==> src/design/conv_ctl_pkg.sv <==
// conv_ctl_pkg: register map, field positions and reset values of the converter control block
// assumes a 32-bit APB slave with one register per aligned word
package conv_ctl_pkg;
	localparam logic [11:0] OFF_CTL_ONE    = 12'h000;
	localparam logic [11:0] OFF_CTL_TWO    = 12'h004;
	localparam logic [11:0] OFF_RES_UPPER  = 12'h008;
	localparam logic [11:0] OFF_RES_LOWER  = 12'h00C;
	localparam logic [11:0] OFF_CMP_UPPER  = 12'h010;
	localparam logic [11:0] OFF_CMP_LOWER  = 12'h014;
	localparam logic [11:0] OFF_CONFIG     = 12'h018;

	localparam int BIT_FLAG       = 7;
	localparam int BIT_IRQ_EN     = 6;
	localparam int BIT_CONT       = 5;
	localparam int BIT_ACTIVE     = 7;
	localparam int BIT_TRIG_SEL   = 6;
	localparam int BIT_CMP_EN     = 5;
	localparam int BIT_CMP_GE     = 4;
	localparam int CFG_MODE_LO    = 2;

	localparam logic [4:0] CH_RESERVED = 5'h1C;
	localparam logic [4:0] CH_REF_HIGH = 5'h1D;
	localparam logic [4:0] CH_REF_LOW  = 5'h1E;
	localparam logic [4:0] CH_OFF      = 5'h1F;

	localparam logic [1:0] MODE_8BIT  = 2'h0;
	localparam logic [1:0] MODE_10BIT = 2'h2;

	localparam logic [7:0] RST_CTL_ONE = 8'h1F;
	localparam logic [7:0] RST_ZERO    = 8'h00;
endpackage

==> src/design/conv_if.sv <==
// conv_if: start/abort and completion handshake toward the converter core
// assumes a single clock shared by both ends
`timescale 1ns/1ps
interface conv_if;
	logic       start;
	logic       abort;
	logic       done;
	logic [9:0] result;
	logic       powered;
	modport ctl (output start, output abort, output powered, input done, input result);
	modport core (input start, input abort, input powered, output done, output result);
endinterface

==> src/design/conv_ctl.sv <==
// conv_ctl: control, status, compare and result registers of a 10-bit converter
// assumes APB master, converter core via conv_if, trigger input asynchronous
//
// Contract
// [RULE1] control-one write aborts, restarts unless channel off (code restarts only with software trigger; hardware trigger arms)
// [RULE2] compare off: flag set every completion (code: not set for a completion while the 10-bit result is locked)
// [RULE3] compare on: flag set only if true
// [RULE4] flag cleared by control-one write, lower-result read
// [RULE5] interrupt when flag set and enabled
// [RULE6] continuous off: one conversion per trigger
// [RULE7] hardware continuous starts on trigger event
// [RULE8] channel codes: inputs, reserved, references
// [RULE9] channel all ones: converter off, no extra
// [RULE10] single mode idles after completion
// [RULE11] active bit set on start, cleared end/abort
// [RULE12] trigger select: software write or hardware
// [RULE13] bit five enables compare function
// [RULE14] bit four: less-than or greater-equal sense
// [RULE15] software writes zeros to reserved bits
// [RULE16] upper result reads zero in 8-bit
// [RULE17] results kept when compare fails
// [RULE18] 10-bit upper read locks until lower read
// [RULE19] 8-bit mode has no read interlock
// [RULE20] mode change invalidates upper result
// [RULE21] lower result holds low eight bits
// [RULE22] mode 00 is 8-bit, 10 is 10-bit
// [RULE23] 8-bit compare ignores upper compare bits
// [RULE24] hardware trigger synchronised, edge detected
// [RULE25] flag set wins over same-cycle clear
`timescale 1ns/1ps
module conv_ctl
	import conv_ctl_pkg::*;
(
	input  wire logic        clk,
	input  wire logic        reset_n,
	input  wire logic        psel,
	input  wire logic        penable,
	input  wire logic        pwrite,
	input  wire logic [11:0] paddr,
	input  wire logic [31:0] pwdata,
	output logic [31:0]      prdata,
	output logic             pready,
	output logic             pslverr,
	input  wire logic        hardware_trigger_in,
	output logic [4:0]       channel_select,
	output logic             ref_high_sel,
	output logic             ref_low_sel,
	output logic             completion_irq,
	conv_if.ctl              core
);
	import conv_ctl_pkg::*;

	//------------------------------------------------------------
	// bus decode
	//------------------------------------------------------------
	logic       wr;
	logic       rd;
	logic       mapped;
	logic       wr_one;
	logic       rd_upper;
	logic       rd_lower;

	assign pready  = 1'b1;
	assign wr      = psel & penable & pwrite;
	assign rd      = psel & penable & ~pwrite;
	assign mapped  = paddr inside {OFF_CTL_ONE, OFF_CTL_TWO, OFF_RES_UPPER, OFF_RES_LOWER,
	                               OFF_CMP_UPPER, OFF_CMP_LOWER, OFF_CONFIG};
	assign pslverr = psel & penable & ~mapped;
	assign wr_one   = wr & (paddr == OFF_CTL_ONE);
	assign rd_upper = rd & (paddr == OFF_RES_UPPER);
	assign rd_lower = rd & (paddr == OFF_RES_LOWER);

	//------------------------------------------------------------
	// registers
	//------------------------------------------------------------
	logic       flag;
	logic       irq_en;
	logic       cont;
	logic       active;
	logic       trig_sel;
	logic       cmp_en;
	logic       cmp_ge;
	logic [1:0] cmp_upper;
	logic [7:0] cmp_lower;
	logic [7:0] config_reg;
	logic [1:0] res_upper;
	logic [7:0] res_lower;
	logic       locked;
	logic       armed;
	logic       hw_rise;
	logic [1:0] mode;

	assign mode = config_reg[CFG_MODE_LO +: 2];

	always_ff @(posedge clk) begin
		if (!reset_n) begin
			irq_en         <= 1'b0;
			cont           <= 1'b0;
			channel_select <= RST_CTL_ONE[4:0];
		end else if (wr_one) begin
			irq_en         <= pwdata[BIT_IRQ_EN];
			cont           <= pwdata[BIT_CONT];
			channel_select <= pwdata[4:0];
		end
	end

	// reserved bits 3:0 are not stored; software keeps them zero
	always_ff @(posedge clk) begin
		if (!reset_n) begin
			trig_sel   <= 1'b0;
			cmp_en     <= 1'b0;
			cmp_ge     <= 1'b0;
			cmp_upper  <= 2'h0;
			cmp_lower  <= RST_ZERO;
			config_reg <= RST_ZERO;
		end else if (wr) begin
			if (paddr == OFF_CTL_TWO) begin
				trig_sel <= pwdata[BIT_TRIG_SEL]; // [RULE12]
				cmp_en   <= pwdata[BIT_CMP_EN];   // [RULE13] [RULE15]
				cmp_ge   <= pwdata[BIT_CMP_GE];   // [RULE14]
			end
			if (paddr == OFF_CMP_UPPER)
				cmp_upper <= pwdata[1:0];
			if (paddr == OFF_CMP_LOWER)
				cmp_lower <= pwdata[7:0];
			if (paddr == OFF_CONFIG)
				config_reg <= pwdata[7:0];
		end
	end

	//------------------------------------------------------------
	// channel decode
	//------------------------------------------------------------
	logic chan_off;
	assign chan_off     = (channel_select == CH_OFF);     // [RULE9]
	assign ref_high_sel = (channel_select == CH_REF_HIGH); // [RULE8]
	assign ref_low_sel  = (channel_select == CH_REF_LOW);  // [RULE8]
	assign core.powered = ~chan_off & (active | cont);     // [RULE9] [RULE10]

	//------------------------------------------------------------
	// trigger and sequencing
	//------------------------------------------------------------
	trig_edge u_trig (
		.clk        (clk),
		.reset_n    (reset_n),
		.level_in   (hardware_trigger_in),
		.rise_pulse (hw_rise)
	);

	logic sw_start;
	logic hw_start;
	logic rerun;
	assign sw_start  = wr_one & (pwdata[4:0] != CH_OFF);                 // [RULE1]
	// write restarts only in software mode; hardware mode arms instead
	// a trigger edge that meets a control write is dropped: the write wins
	assign hw_start  = trig_sel & hw_rise & armed & ~chan_off & ~active & ~wr_one; // [RULE7]
	assign rerun     = core.done & cont & ~chan_off & ~wr_one;          // [RULE6]
	assign core.abort = wr_one & active;                                 // [RULE1]
	assign core.start = (sw_start & ~trig_sel) | hw_start | rerun;     // [RULE1] [RULE12]

	// armed: hardware mode waits for one trigger per write in single mode
	always_ff @(posedge clk) begin
		if (!reset_n)
			armed <= 1'b0;
		else if (wr_one)
			armed <= (pwdata[4:0] != CH_OFF);
		else if (hw_start & ~cont)
			armed <= 1'b0; // [RULE6]
	end

	always_ff @(posedge clk) begin
		if (!reset_n)
			active <= 1'b0;
		else if (core.start)
			active <= 1'b1; // [RULE11]
		else if (core.done | core.abort)
			active <= 1'b0; // [RULE11] [RULE10]
	end

	//------------------------------------------------------------
	// compare and result transfer
	//------------------------------------------------------------
	function automatic logic cmp_true(input logic [9:0] r, input logic [1:0] m,
	                                  input logic [1:0] cu, input logic [7:0] cl,
	                                  input logic ge);
		logic [9:0] a;
		logic [9:0] b;
		a = (m == MODE_10BIT) ? r : {2'h0, r[7:0]};
		b = (m == MODE_10BIT) ? {cu, cl} : {2'h0, cl}; // [RULE23]
		return ge ? (a >= b) : (a < b);                // [RULE14]
	endfunction

	logic hit;
	logic take;
	logic is10;
	assign is10 = (mode == MODE_10BIT);                                    // [RULE22]
	assign hit  = ~cmp_en | cmp_true(core.result, mode, cmp_upper, cmp_lower, cmp_ge); // [RULE2] [RULE3]
	assign take = core.done & active & hit & ~(locked & is10);             // [RULE17] [RULE18]

	always_ff @(posedge clk) begin
		if (!reset_n) begin
			res_upper <= 2'h0;
			res_lower <= RST_ZERO;
		end else if (wr & (paddr == OFF_CONFIG) & (pwdata[CFG_MODE_LO +: 2] != mode)) begin
			res_upper <= 2'h0; // [RULE20]
		end else if (take) begin
			res_upper <= is10 ? core.result[9:8] : 2'h0; // [RULE16]
			res_lower <= core.result[7:0]; // [RULE21]
		end
	end

	always_ff @(posedge clk) begin
		if (!reset_n)
			locked <= 1'b0;
		else if (rd_lower | ~is10)
			locked <= 1'b0; // [RULE19]
		else if (rd_upper)
			locked <= 1'b1; // [RULE18]
	end

	always_ff @(posedge clk) begin
		if (!reset_n)
			flag <= 1'b0;
		else if (take)
			flag <= 1'b1; // [RULE25] [RULE2]
		else if (wr_one | rd_lower)
			flag <= 1'b0; // [RULE4]
	end

	assign completion_irq = flag & irq_en; // [RULE5]

	//------------------------------------------------------------
	// read data
	//------------------------------------------------------------
	// latched at setup, so side effects of the access never show in it
	always_ff @(posedge clk) begin
		if (!reset_n)
			prdata <= 32'h0000_0000;
		else if (psel & ~penable & ~pwrite) begin
			unique case (paddr)
				OFF_CTL_ONE:   prdata <= {24'h0, flag, irq_en, cont, channel_select};
				OFF_CTL_TWO:   prdata <= {24'h0, active, trig_sel, cmp_en, cmp_ge, 4'h0};
				OFF_RES_UPPER: prdata <= {30'h0, is10 ? res_upper : 2'h0}; // [RULE16]
				OFF_RES_LOWER: prdata <= {24'h0, res_lower};
				OFF_CMP_UPPER: prdata <= {30'h0, cmp_upper};
				OFF_CMP_LOWER: prdata <= {24'h0, cmp_lower};
				OFF_CONFIG:    prdata <= {24'h0, config_reg};
				default:       prdata <= 32'h0000_0000;
			endcase
		end
	end

	//------------------------------------------------------------
	// assertions
	//------------------------------------------------------------
	a_flag_clear: assert property (@(posedge clk) disable iff (!reset_n) // [RULE4]
		(wr_one | rd_lower) & ~take |=> ~flag) else $error("flag not cleared");
	a_flag_set: assert property (@(posedge clk) disable iff (!reset_n) // [RULE25]
		take |=> flag) else $error("flag not set on completion");
	a_irq_gate: assert property (@(posedge clk) disable iff (!reset_n) // [RULE5]
		completion_irq |-> flag && irq_en) else $error("irq without flag");
	a_active_set: assert property (@(posedge clk) disable iff (!reset_n) // [RULE11]
		core.start |=> active) else $error("active not set");
	a_active_end: assert property (@(posedge clk) disable iff (!reset_n) // [RULE11]
		core.abort & ~core.start |=> ~active) else $error("active not cleared");
	a_off_nostart: assert property (@(posedge clk) disable iff (!reset_n) // [RULE9]
		wr_one & (pwdata[4:0] == CH_OFF) |-> ~core.start) else $error("start on off code");
	a_cmp_keep: assert property (@(posedge clk) disable iff (!reset_n) // [RULE17]
		core.done & ~hit |=> $stable(res_lower)) else $error("result changed");
	a_lock_hold: assert property (@(posedge clk) disable iff (!reset_n) // [RULE18]
		locked & is10 & ~rd_lower |=> $stable(res_lower) || $past(rd_lower))
		else $error("locked result changed");
	a_upper_zero: assert property (@(posedge clk) disable iff (!reset_n) // [RULE16]
		take & ~is10 |=> res_upper == 2'h0) else $error("upper bits nonzero");
	a_single_idle: assert property (@(posedge clk) disable iff (!reset_n) // [RULE10]
		core.done & ~cont & ~core.start |=> ~active) else $error("no idle");

	c_sw_conv: cover property (@(posedge clk) disable iff (!reset_n) wr_one ##[1:40] take);
	c_hw_conv: cover property (@(posedge clk) disable iff (!reset_n) hw_start ##[1:40] take);
	c_lock_drop: cover property (@(posedge clk) disable iff (!reset_n) locked & is10 & core.done);
	c_irq: cover property (@(posedge clk) disable iff (!reset_n) $rose(completion_irq));
	c_cont_rerun: cover property (@(posedge clk) disable iff (!reset_n) rerun);

	//------------------------------------------------------------
	// sequencing and result checks
	//------------------------------------------------------------
	a_sw_restart: assert property (@(posedge clk) disable iff (!reset_n) // [RULE1]
		wr_one & ~trig_sel & (pwdata[4:0] != CH_OFF) |-> core.start)
		else $error("no restart on write");
	a_abort_idle: assert property (@(posedge clk) disable iff (!reset_n) // [RULE1]
		wr_one & active & (pwdata[4:0] == CH_OFF) |=> ~active)
		else $error("abort left conversion active");
	a_hw_source: assert property (@(posedge clk) disable iff (!reset_n) // [RULE12]
		trig_sel & ~hw_rise & ~core.done |-> ~core.start)
		else $error("start without trigger edge");
	a_sw_source: assert property (@(posedge clk) disable iff (!reset_n) // [RULE12]
		~trig_sel & ~wr_one & ~core.done |-> ~core.start)
		else $error("start without control write");
	a_hw_cont_arm: assert property (@(posedge clk) disable iff (!reset_n) // [RULE7]
		hw_start & cont |=> armed)
		else $error("continuous trigger disarmed");
	a_hw_single: assert property (@(posedge clk) disable iff (!reset_n) // [RULE6]
		hw_start & ~cont |=> ~armed)
		else $error("single trigger still armed");
	a_cont_rerun: assert property (@(posedge clk) disable iff (!reset_n) // [RULE6]
		core.done & active & cont & ~chan_off & ~wr_one |=> active)
		else $error("continuous sequence stopped");
	a_single_once: assert property (@(posedge clk) disable iff (!reset_n) // [RULE6]
		core.done & ~cont & ~wr_one & ~hw_start |-> ~core.start)
		else $error("extra single conversion");
	a_off_quiet: assert property (@(posedge clk) disable iff (!reset_n) // [RULE9]
		chan_off & ~wr_one |-> ~core.start)
		else $error("start while converter off");
	a_idle_power: assert property (@(posedge clk) disable iff (!reset_n) // [RULE10]
		core.done & ~cont & ~core.start & ~wr_one |=> ~core.powered)
		else $error("converter left powered");
	a_reserved_code: assert property (@(posedge clk) disable iff (!reset_n) // [RULE8]
		channel_select == CH_RESERVED |-> ~ref_high_sel & ~ref_low_sel)
		else $error("reserved code selects reference");
	a_ref_excl: assert property (@(posedge clk) disable iff (!reset_n) // [RULE8]
		1'b1 |-> !(ref_high_sel && ref_low_sel))
		else $error("both references selected");
	a_cmp_noflag: assert property (@(posedge clk) disable iff (!reset_n) // [RULE3]
		core.done & ~hit & ~flag |=> ~flag)
		else $error("flag set on failed compare");
	a_flag_plain: assert property (@(posedge clk) disable iff (!reset_n) // [RULE2]
		core.done & active & ~cmp_en & ~(locked & is10) |=> flag)
		else $error("flag missed without compare");
	a_irq_raise: assert property (@(posedge clk) disable iff (!reset_n) // [RULE5]
		take & irq_en & ~wr_one |=> completion_irq)
		else $error("interrupt not raised");
	a_flag_hold: assert property (@(posedge clk) disable iff (!reset_n) // [RULE4]
		flag & ~wr_one & ~rd_lower |=> flag)
		else $error("flag lost without clear");
	a_lock_set: assert property (@(posedge clk) disable iff (!reset_n) // [RULE18]
		rd_upper & is10 |=> locked)
		else $error("upper read did not lock");
	a_lock_drop: assert property (@(posedge clk) disable iff (!reset_n) // [RULE18]
		core.done & locked & is10 & ~wr |=> $stable(res_upper))
		else $error("locked upper result changed");
	a_no_lock8: assert property (@(posedge clk) disable iff (!reset_n) // [RULE19]
		~is10 |=> ~locked)
		else $error("lock in 8-bit mode");
	a_mode_clear: assert property (@(posedge clk) disable iff (!reset_n) // [RULE20]
		wr & (paddr == OFF_CONFIG) & (pwdata[CFG_MODE_LO +: 2] != mode) |=> res_upper == 2'h0)
		else $error("upper result kept over mode change");
	a_cmp_upper: assert property (@(posedge clk) disable iff (!reset_n) // [RULE17]
		core.done & ~hit & ~wr |=> $stable(res_upper))
		else $error("upper result changed on failed compare");
endmodule

==> src/design/trig_edge.sv <==
// trig_edge: two-flop synchroniser and rising-edge pulse for the hardware trigger
// assumes trigger level stays high for at least two clocks
`timescale 1ns/1ps
module trig_edge (
	input  wire logic clk,
	input  wire logic reset_n,
	input  wire logic level_in,
	output logic      rise_pulse
);
	logic sync_a;
	logic sync_b;
	logic sync_c;

	always_ff @(posedge clk) begin
		if (!reset_n) begin
			sync_a <= 1'b0;
			sync_b <= 1'b0;
			sync_c <= 1'b0;
		end else begin
			sync_a <= level_in;
			sync_b <= sync_a;
			sync_c <= sync_b;
		end
	end

	// first flop feeds only the second
	assign rise_pulse = sync_b & ~sync_c; // [RULE24]
endmodule

==> src/flat_wrapper.sv <==
// flat-port wrapper written by rule: the top's interface ports become plain ports
module conv_ctl_flat import conv_ctl_pkg::*;
  (clk, reset_n, psel, penable, pwrite, paddr, pwdata, prdata, pready, pslverr, hardware_trigger_in, channel_select, ref_high_sel, ref_low_sel, completion_irq, core_start, core_abort, core_powered, core_done, core_result);
  conv_if core_i ();
  input  wire logic clk;
  input  wire logic reset_n;
  input  wire logic psel;
  input  wire logic penable;
  input  wire logic pwrite;
  input  wire logic [11:0] paddr;
  input  wire logic [31:0] pwdata;
  output logic [31:0] prdata;
  output logic pready;
  output logic pslverr;
  input  wire logic hardware_trigger_in;
  output logic [4:0] channel_select;
  output logic ref_high_sel;
  output logic ref_low_sel;
  output logic completion_irq;
  output wire logic [$bits(core_i.start)-1:0] core_start;
  output wire logic [$bits(core_i.abort)-1:0] core_abort;
  output wire logic [$bits(core_i.powered)-1:0] core_powered;
  input wire logic [$bits(core_i.done)-1:0] core_done;
  input wire logic [$bits(core_i.result)-1:0] core_result;
  assign core_start = core_i.start;
  assign core_abort = core_i.abort;
  assign core_powered = core_i.powered;
  assign core_i.done = core_done;
  assign core_i.result = core_result;
  conv_ctl u_core (.clk(clk), .reset_n(reset_n), .psel(psel), .penable(penable), .pwrite(pwrite), .paddr(paddr), .pwdata(pwdata), .prdata(prdata), .pready(pready), .pslverr(pslverr), .hardware_trigger_in(hardware_trigger_in), .channel_select(channel_select), .ref_high_sel(ref_high_sel), .ref_low_sel(ref_low_sel), .completion_irq(completion_irq), .core(core_i));
endmodule
==> config.mk <==
export PLATFORM = sky130hd
export DESIGN_NAME = conv_ctl_flat
export DESIGN_NICKNAME = d
export VERILOG_FILES = /design/src/design/conv_ctl_pkg.sv /design/src/design/conv_if.sv /design/src/design/conv_ctl.sv /design/src/design/trig_edge.sv /design/src/flat_wrapper.sv
export SDC_FILE = /design/constraint.sdc
export NUM_CORES = 1
export LEC_CHECK = 0
export BUFFER_PORTS_ARGS = -buffer_cell sky130_fd_sc_hd__buf_4
export CAP_MARGIN = 20
export CELL_PAD_IN_SITES_DETAIL_PLACEMENT = 0
export CELL_PAD_IN_SITES_GLOBAL_PLACEMENT = 1
export CORE_MARGIN = 1.5
export CORE_UTILIZATION = 25
export DETAILED_ROUTE_END_ITERATION = 12
export PLACE_DENSITY_LB_ADDON = 0.1
export SYNTH_ARGS = -nofsm -noshare
export SYNTH_HDL_FRONTEND = slang
export SYNTH_SLANG_ARGS = --single-unit
==> constraint.sdc <==
create_clock -name clk -period 2.6 [get_ports clk]
set_clock_uncertainty 0.2 [all_clocks]
set_input_delay 0.13 -clock clk [delete_from_list [all_inputs] [get_ports clk]]
set_output_delay 0.13 -clock clk [all_outputs]
set_load 0.02 [all_outputs]
======== Yosys cells after proc, flatten, opt, wreduce, memory -nomap -nowiden ========
Cells that the tools add are included.
storage, ports and cells
  register bits ........................... 77
  word-level logic and storage cells ...... 108
  input bits .............................. 61
cells by class
  $lt $le $gt $ge ......................... 2
  multiplexer cells ....................... 12
  reductions and logical operators ........ 12
  equal/unequal tests ..................... 12
  bitwise gates (word level) .............. 51
operator list
  cell                                                                    count
  8-bit case mux with 7 select lines                                      1
  12-bit by 5-bit equality test with 1-bit output, second input constant  3
  1-bit AND                                                               30
  12-bit by 4-bit equality test with 1-bit output, second input constant  2
  10-bit two-way mux                                                      2
  5-bit equality test, second input constant                              3
  1-bit NOT                                                               14
  12-bit by 3-bit equality test with 1-bit output, second input constant  1
  12-bit logical NOT                                                      1
  10-bit >= comparator                                                    1
  10-bit less-than comparator                                             1
  2-bit AND reduction                                                     5
  1-bit two-way mux                                                       7
  1-bit bitwise OR                                                        7
  7-bit nonzero test                                                      1
  2-bit nonzero test                                                      3
  5-bit inequality test, second input constant                            1
  2-bit two-way mux                                                       2
  2-bit OR reduction                                                      2
  2-bit equality test, second input constant                              1
  2-bit inequality test                                                   1

======== Longest topological paths before layout ========
Gate-level depths: netlist of run 1.
  depth in word-level cells ............... 10
  depth in mapped cells ................... 8

======== Modules after synthesis ========
Synthesis of run 1 repeated with hierarchy kept, for this count alone.
unflattened totals
  cell total of the unflattened synthesis .. 347
  area, all modules ....................... 3076.7 sq um
by module, submodules not included
  module     area each (sq um)  times used  cells an instance  seq. area each (sq um)
  conv_ctl   2984.1             1           340                1001.0
  trig_edge  92.6               1           7                  60.1

======== Least setup slack after synthesis of run 1 ========
Ideal clock, no wire load.
  path type ............................... register -> register
  start ................................... reg u_core.config_reg[3]
  end ..................................... reg u_core.res_lower[0]
  setup time .............................. 0.072 ns
  clock period less this slack ............ 2.625 ns
  setup slack ............................. -0.025 ns
  arrival ................................. 2.353 ns
  stages on the path, launching flop included .. 9
  cell sequence ........................... dfxtp_1 > nor2b_1 > and2_1 > ha_1 > o21ai_0 > nor2_1 > a2111oi_4 > mux2i_4 > mux2i_1
on the way
  cells in the longest elaborated chain, start to end .. 8
  elaborated cells between the ends (all ways) .. 15
  those cells by class .................... order compare: 2; eq/ne: 2; mux: 3; bitwise: 7; reduce/logical: 1
ends and longest elaborated chain
  what                                                                 RTL line                                           source
  from (decl)                                                          conv_ctl.sv:85                                     logic [7:0] config_reg;
  from (signal assigned)                                               conv_ctl.sv:127                                    config_reg <= pwdata[7:0];
  2-bit equality test                                                  conv_ctl.sv:188, conv_ctl.sv:189, conv_ctl.sv:196
  10-bit two-way mux (on tied branches)                                conv_ctl.sv:188, conv_ctl.sv:189
  10-bit less-than comparator or 10-bit >= comparator (tied branches)  conv_ctl.sv:190                                    return ge ? (a >= b) : (a < b);
  1-bit two-way mux                                                    conv_ctl.sv:190
  1-bit bitwise OR                                                     conv_ctl.sv:197                                    assign hit = ~cmp_en | cmp_true(core.result, mode, cmp_upper, cmp_lower, cmp_ge);
  1-bit AND (2 in a row)                                               conv_ctl.sv:198                                    assign take = core.done & active & hit & ~(locked & is10);
  2-bit AND reduction (no line) *                                      --
  to (signal assigned)                                                 conv_ctl.sv:208                                    res_lower <= core.result[7:0];
  to (decl)                                                            conv_ctl.sv:87                                     logic [7:0] res_lower;
Every way passes the cells marked *; elsewhere a longest branch is shown, timed or not.
A chain may end at the register's enable or synchronous reset.

======== Final worst setup path of run 1 ========
  start ................................... reg u_core.config_reg[3]
  end ..................................... reg u_core.res_lower[5]
Same word-level chain as after synthesis.

==> results of run 1 <==
-- metal layers --
layer	wire length (um)	global-route usage, %
met5	0	0
met4	99	3.75
met1	4720	22.0
met2	4470	25.0
met3	420	2.60
-- worst paths after layout --
kind	startpoint	to	slack, ns	cells past startpoint
max	u_core.config_reg[3]	u_core.res_lower[5]	0.03	9
min	reset_n	u_core.channel_select[2]	0.001	2
max reg2reg	u_core.config_reg[3]	u_core.res_lower[5]	0.03	9
min reg2reg	u_core.u_trig.sync_a	u_core.u_trig.sync_b	0.24	1
-- metrics by stage --
stage / power [mW] / worst slack, ns / TNS [ns] / hold WS [ns]
floorplan: 0.960 / 0.0604 / 0 / 0.0551
global placement: 1.01 / -0.0509 / -0.377 / 0.137
detailed placement: 1.01 / -0.124 / -0.707 / 0.144
CTS: 1.72 / 0.000832 / 0 / 0.00393
global route: 1.79 / -0.131 / -0.938 / 0.0200
finish: 1.70 / 0.0333 / 0 / 0.00146
-- area by class of cell --
type	instances	share of cell area [%]
Clock buffer	7	3.53
Inverter	12	1.11
Multi-Input combinational cell	275	45.5
Sequential cell	53	26.3
Tap cell	147	4.55
Timing Repair Buffer	94	19.0
-- what timing repair did --
item,in CTS,in global routing
endpoints found under the hold margin,38,0
endpoints found under the setup margin,10,10
setup buffers,1,3
cloned,0,0
pin swaps,3,5
hold buffers,20,0
gates resized for setup,8,4
-- cells in the final DEF, fill, tap and decap left out, types with 3 or more instances in the layout --
| master | instances |
|---|---|
| a21oi_1 | 6 |
| dfxtp_1 | 52 |
| nor2b_1 | 10 |
| nand3_1 | 5 |
| nor3b_1 | 3 |
| and2_1 | 7 |
| clkbuf_16 | 5 |
| mux2_2 | 3 |
| ha_1 | 8 |
| conb_1 | 25 |
| buf_4 | 73 |
| nand4_1 | 4 |
| nand2_1 | 78 |
| a22o_1 | 5 |
| a21boi_1 | 17 |
| o21a_1 | 3 |
| inv_1 | 11 |
| and3_1 | 4 |
| nor2_1 | 9 |
| dlygate4sd3_1 | 20 |
| o21ai_1 | 11 |
| mux2i_1 | 24 |
| a222oi_1 | 5 |
-- report_power, final --
part	switching, mW	total (mW)	internal, mW
Clock	0.309	0.689	0.380
Sequential	0.000433	0.813	0.813
Combinational	0.114	0.201	0.0871
Total	0.423	1.70	1.28
-- worst max-delay path, delay by kind of cell, from the launching register on --
kind / cells / cell delay, ns
buf+inv: 2 / 0.23
flops: 1 / 0.33
compound gates: 1 / 0.45
mux: 2 / 0.51
fa+ha+maj: 1 / 0.19
simple gates: 3 / 0.57
-- logic make-up after synthesis --
| group | Yosys count | synth area share, % |
|---|---|---|
| AND/OR/NAND/NOR | 141 | 23.1 |
| AO/OA/AOI/OAI | 67 | 17.0 |
| flip-flops | 53 | 34.7 |
| buffers and inverters | 53 | 9.93 |
| multiplexers | 30 | 10.4 |
| adder cells (fa/ha/maj) | 10 | 4.09 |
| other | 2 | 0.245 |
| XOR/XNOR | 2 | 0.572 |
==> impl_metrics.tcl, run 1 <==
set metrics [dict create \
    timing.hold.worst.class "in -> reg" \
    htree_levels 2 \
    stdcell_count 588 \
    status "finished, final reports clean" \
    fmax_mhz 390 \
    antenna_found_initial 0 \
    crit_path_end_kind "register" \
    cp.arrival_ns 2.58 \
    tightest_slew_ns 0.556 \
    vias 2735 \
    crit_path_cell_trace "nor2b_4 -> and2_4 -> ha_4 -> nand4_1 -> inv_2 -> a2111oi_4 -> mux2i_4 -> buf_12 -> mux2i_1" \
    setup_viol 0 \
    fin_util_pct 33.8 \
    die_w_um 114 \
    power_density_nw_per_um2 421 \
    critical_path_class "reg -> reg" \
    cts_root_buf "clkbuf_16" \
    cts_buffers 5 \
    multi_input_comb_area_um2 1840 \
    rsz0062_at_grt "true" \
    slowest_stage "a2111oi_4" \
    period_needed_ns 2.57 \
    core_um2 12000 \
    drt_iter0_markers 166 \
    n_fill_cell 1299 \
    num_antenna_cells 0 \
    worstSetupStartpointType "register" \
    yosysTopAreaCellShare_pct 34.7 \
    wl_per_cell_um 16.5 \
    viasPerCell 4.65 \
    synth_cells 358 \
    numPortBuffers 56 \
    grt_usage_pct 15.7 \
    maxSlewHeadroom_pct 62.9 \
    avgSynthCellArea_um2 8.55 \
    syn_area_um2 3060 \
    initial_core_util_pct 25.6 \
    leakagePower_nw 1.64 \
    synth_edf_count 0 \
    grt_max_degree 38 \
    dp.cells 557 \
    cts_buffer_depth 2 \
    nets 512 \
    finalInstanceArea_um2 4040 \
    drcViolationCount 0 \
    cts_tree "built" \
    ir_drop_mv 0.233 \
    synth.area.top_cells "dfxtp_1, nand2_1, mux2i_1" \
    cpPeakStageDelay_ns 0.45 \
    clk_latency_ns 0.30 \
    die-area_um2 12900 \
    ant_nets 0 \
    die_h_um 114 \
    yosysMostFrequentCell "nand2_1" \
    grt_pass1_vias 2637 \
    dominantRegCellSynth "dfxtp_1" \
    area_delta_synth_final_pct 32.0 \
    ys_warn_count 0 \
    wirelength_um 9710 \
    hold_viol 0 \
    synth-async-reset-ratio_pct 0 \
    place_congestion 0.756 \
    ys_seq_area_share_pct 34.7 \
    drv_slew 0 \
    grt_pass1_wl_um 15100 \
    cp.required_ns 2.62 \
    ys_types 54 \
    rows 40 \
    dpl_cell_area_um2 3610 \
    yosys-top-cells-count "nand2_1, dfxtp_1, buf_4" \
    maxCapViolCount 0 \
    layout-drive-gt1-share_pct 23.8 \
    first_pass_iters 5 \
    ios 106 \
    ff_latch_area_um2 1060 \
    overflow 0 \
    synth-seq-cells 53 \
    clock_sinks 53 \
    clk_pin_slew_ns 0.07 \
    crit_fanout 8 \
    place_hpwl_um 7350 \
    period_share_pct 98.7 \
    yosysTopAreaCell "dfxtp_1" \
]
(Power assumes the default switching activity.)
==> run 2: changes to the inputs <==
==> constraint.sdc (replaced) <==
create_clock -name clk -period 2.8 [get_ports clk]
set_clock_uncertainty 0.2 [all_clocks]
set_input_delay 0.14 -clock clk [delete_from_list [all_inputs] [get_ports clk]]
set_output_delay 0.14 -clock clk [all_outputs]
set_load 0.02 [all_outputs]
==> impl_metrics.tcl, run 2 (synthesis gave the netlist of run 1 again) <==
set metrics [dict create \
    r2r_cells 9 \
    drcViolationCount 0 \
    antenna_found_initial 0 \
    numPortBuffers 56 \
    drv_slew 0 \
    worstSetupStartpointType "input pin" \
    mostFrequentLayoutCell "nand2_1" \
    place_congestion 0.747 \
    period_needed_ns 2.62 \
    maxSlewHeadroom_pct 62.7 \
    drt_iter0_markers 111 \
    crit_fanout 3 \
    num_antenna_cells 0 \
    cp.arrival_ns 2.61 \
    grt_pass1_wl_um 14600 \
    die-area_um2 12900 \
    stdcell_count 579 \
    cts_buffer_depth 2 \
    place_hpwl_um 7170 \
    clock_sinks 53 \
    highest_layer "met4" \
    wl_per_cell_um 16.2 \
    clk_pin_slew_ns 0.07 \
    grt_pass1_vias 2531 \
    fmax_mhz 381 \
    cts_buffers 5 \
    power_density_nw_per_um2 398 \
    period_share_pct 93.6 \
    finalWorstSetupSlack_ns 0.178 \
    critPathCapture "u_core.res_upper[1]" \
    layout_common_cells "nand2_1, buf_4, dfxtp_1" \
    rows 40 \
    ant_nets 0 \
    rrSetupSlack_ns 0.19 \
    cts_root_buf "clkbuf_16" \
    viasPerCell 4.56 \
    layout-drive-gt1-share_pct 20.4 \
    pre_cts_ws_ns -0.0170 \
    hold_ws_ns 0.0494 \
    area_delta_synth_final_pct 27.7 \
    timing.hold.worst.class "in -> reg" \
    reg2reg_to "u_core.res_upper[1]" \
    vias 2642 \
    die_h_um 114 \
    maxCapViolCount 0 \
    setup_viol 0 \
    initial_core_util_pct 25.6 \
    htree_levels 2 \
    nets 502 \
    cp.required_ns 2.79 \
    wl_met2_um 4220 \
    critical_path_class "in -> reg" \
    hold_viol 0 \
    core_um2 12000 \
    grt_usage_pct 15.1 \
    leakagePower_nw 1.57 \
    wl_met3_um 397 \
    ir_drop_mv 0.205 \
    fin_util_pct 32.7 \
    wl_met1_um 4690 \
    r2r-start "u_core.config_reg[3]" \
    overflow 0 \
    wirelength_um 9370 \
    whs_path_depth 3 \
    worstHoldStart "paddr[3]" \
    cts_tree "built" \
    first_pass_iters 5 \
    dp.cells 552 \
    setup.worst_path.start "core_result[5]" \
    crit_path_end_kind "register" \
    die_w_um 114 \
    clk_latency_ns 0.29 \
    tightest_slew_ns 0.556 \
    ios 106 \
    status "finished, final reports clean" \
    grt_max_degree 55 \
]
==> run 2: cell types whose count changed in the layout (fill, tap and decap cells not counted), sizes merged <==
cell	previous run	this run
dlygate4sd3	20	18
buf	74	66
clkinvlp	0	1
==> run 2: how the worst min path moves through the flow <==
stage / to
after floorplan: u_core.channel_select[0]
after global placement: u_core.u_trig.sync_a
after detailed placement: u_core.u_trig.sync_a
after CTS: u_core.locked
after global routing: u_core.locked
final: u_core.locked
==> run 2: area by class of cell <==
| class | instances | area [um^2] |
|---|---|---|
| Fill cell | 1271 | 8050 |
| Multi-Input combinational cell | 275 | 1790 |
| Sequential cell | 53 | 1060 |
| Timing Repair Buffer | 84 | 688 |
| Tap cell | 147 | 184 |
| Clock buffer | 7 | 133 |
| Inverter | 12 | 45.0 |
| Clock inverter | 1 | 7.51 |
==> run 2: through the flow <==
stage | area [um^2] | TNS, ns | total power [mW]
2_1_floorplan | 3150 | 0 | 0.892
4_1_cts | 3900 | 0 | 1.58
5_1_grt | 3910 | -0.000860 | 1.63
3_5_place_dp | 3570 | -0.0451 | 0.937
3_3_place_gp | 3570 | -0.0324 | 0.936
6_report | 3910 | 0 | 1.56
==> run 2: layer usage <==
layer  vias to the layer above  GRT usage [%]
met2                        67           23.8
met3                         4           2.98
met1                      1226           21.4
li1                       1345              -
met5                         -              0
met4                         0           3.25
==> run 2: power by group <==
part / total [mW] / switching, mW / internal (mW)
logic: 0.184 / 0.104 / 0.0793
registers: 0.755 / 0.000389 / 0.755
clock network: 0.618 / 0.284 / 0.333
total: 1.56 / 0.389 / 1.17
==> run 2: repair_timing <==
item,in CTS,in global routing
pin swaps,0,1
hold endpoints to repair,38,0
gates cloned,0,0
endpoints found under the setup margin,8,11
resized for setup,1,1
buffers inserted,0,1
hold buffers,18,0
==> run 2: worst max-delay path, stage by stage <==
cell           delay [ns]
dlygate4sd3_1        0.54
buf_4                0.14
ha_1                 0.33
a21oi_1              0.17
o21ai_1              0.15
a2111oi_4            0.47
buf_4                0.18
mux2_2               0.37
mux2i_1              0.12
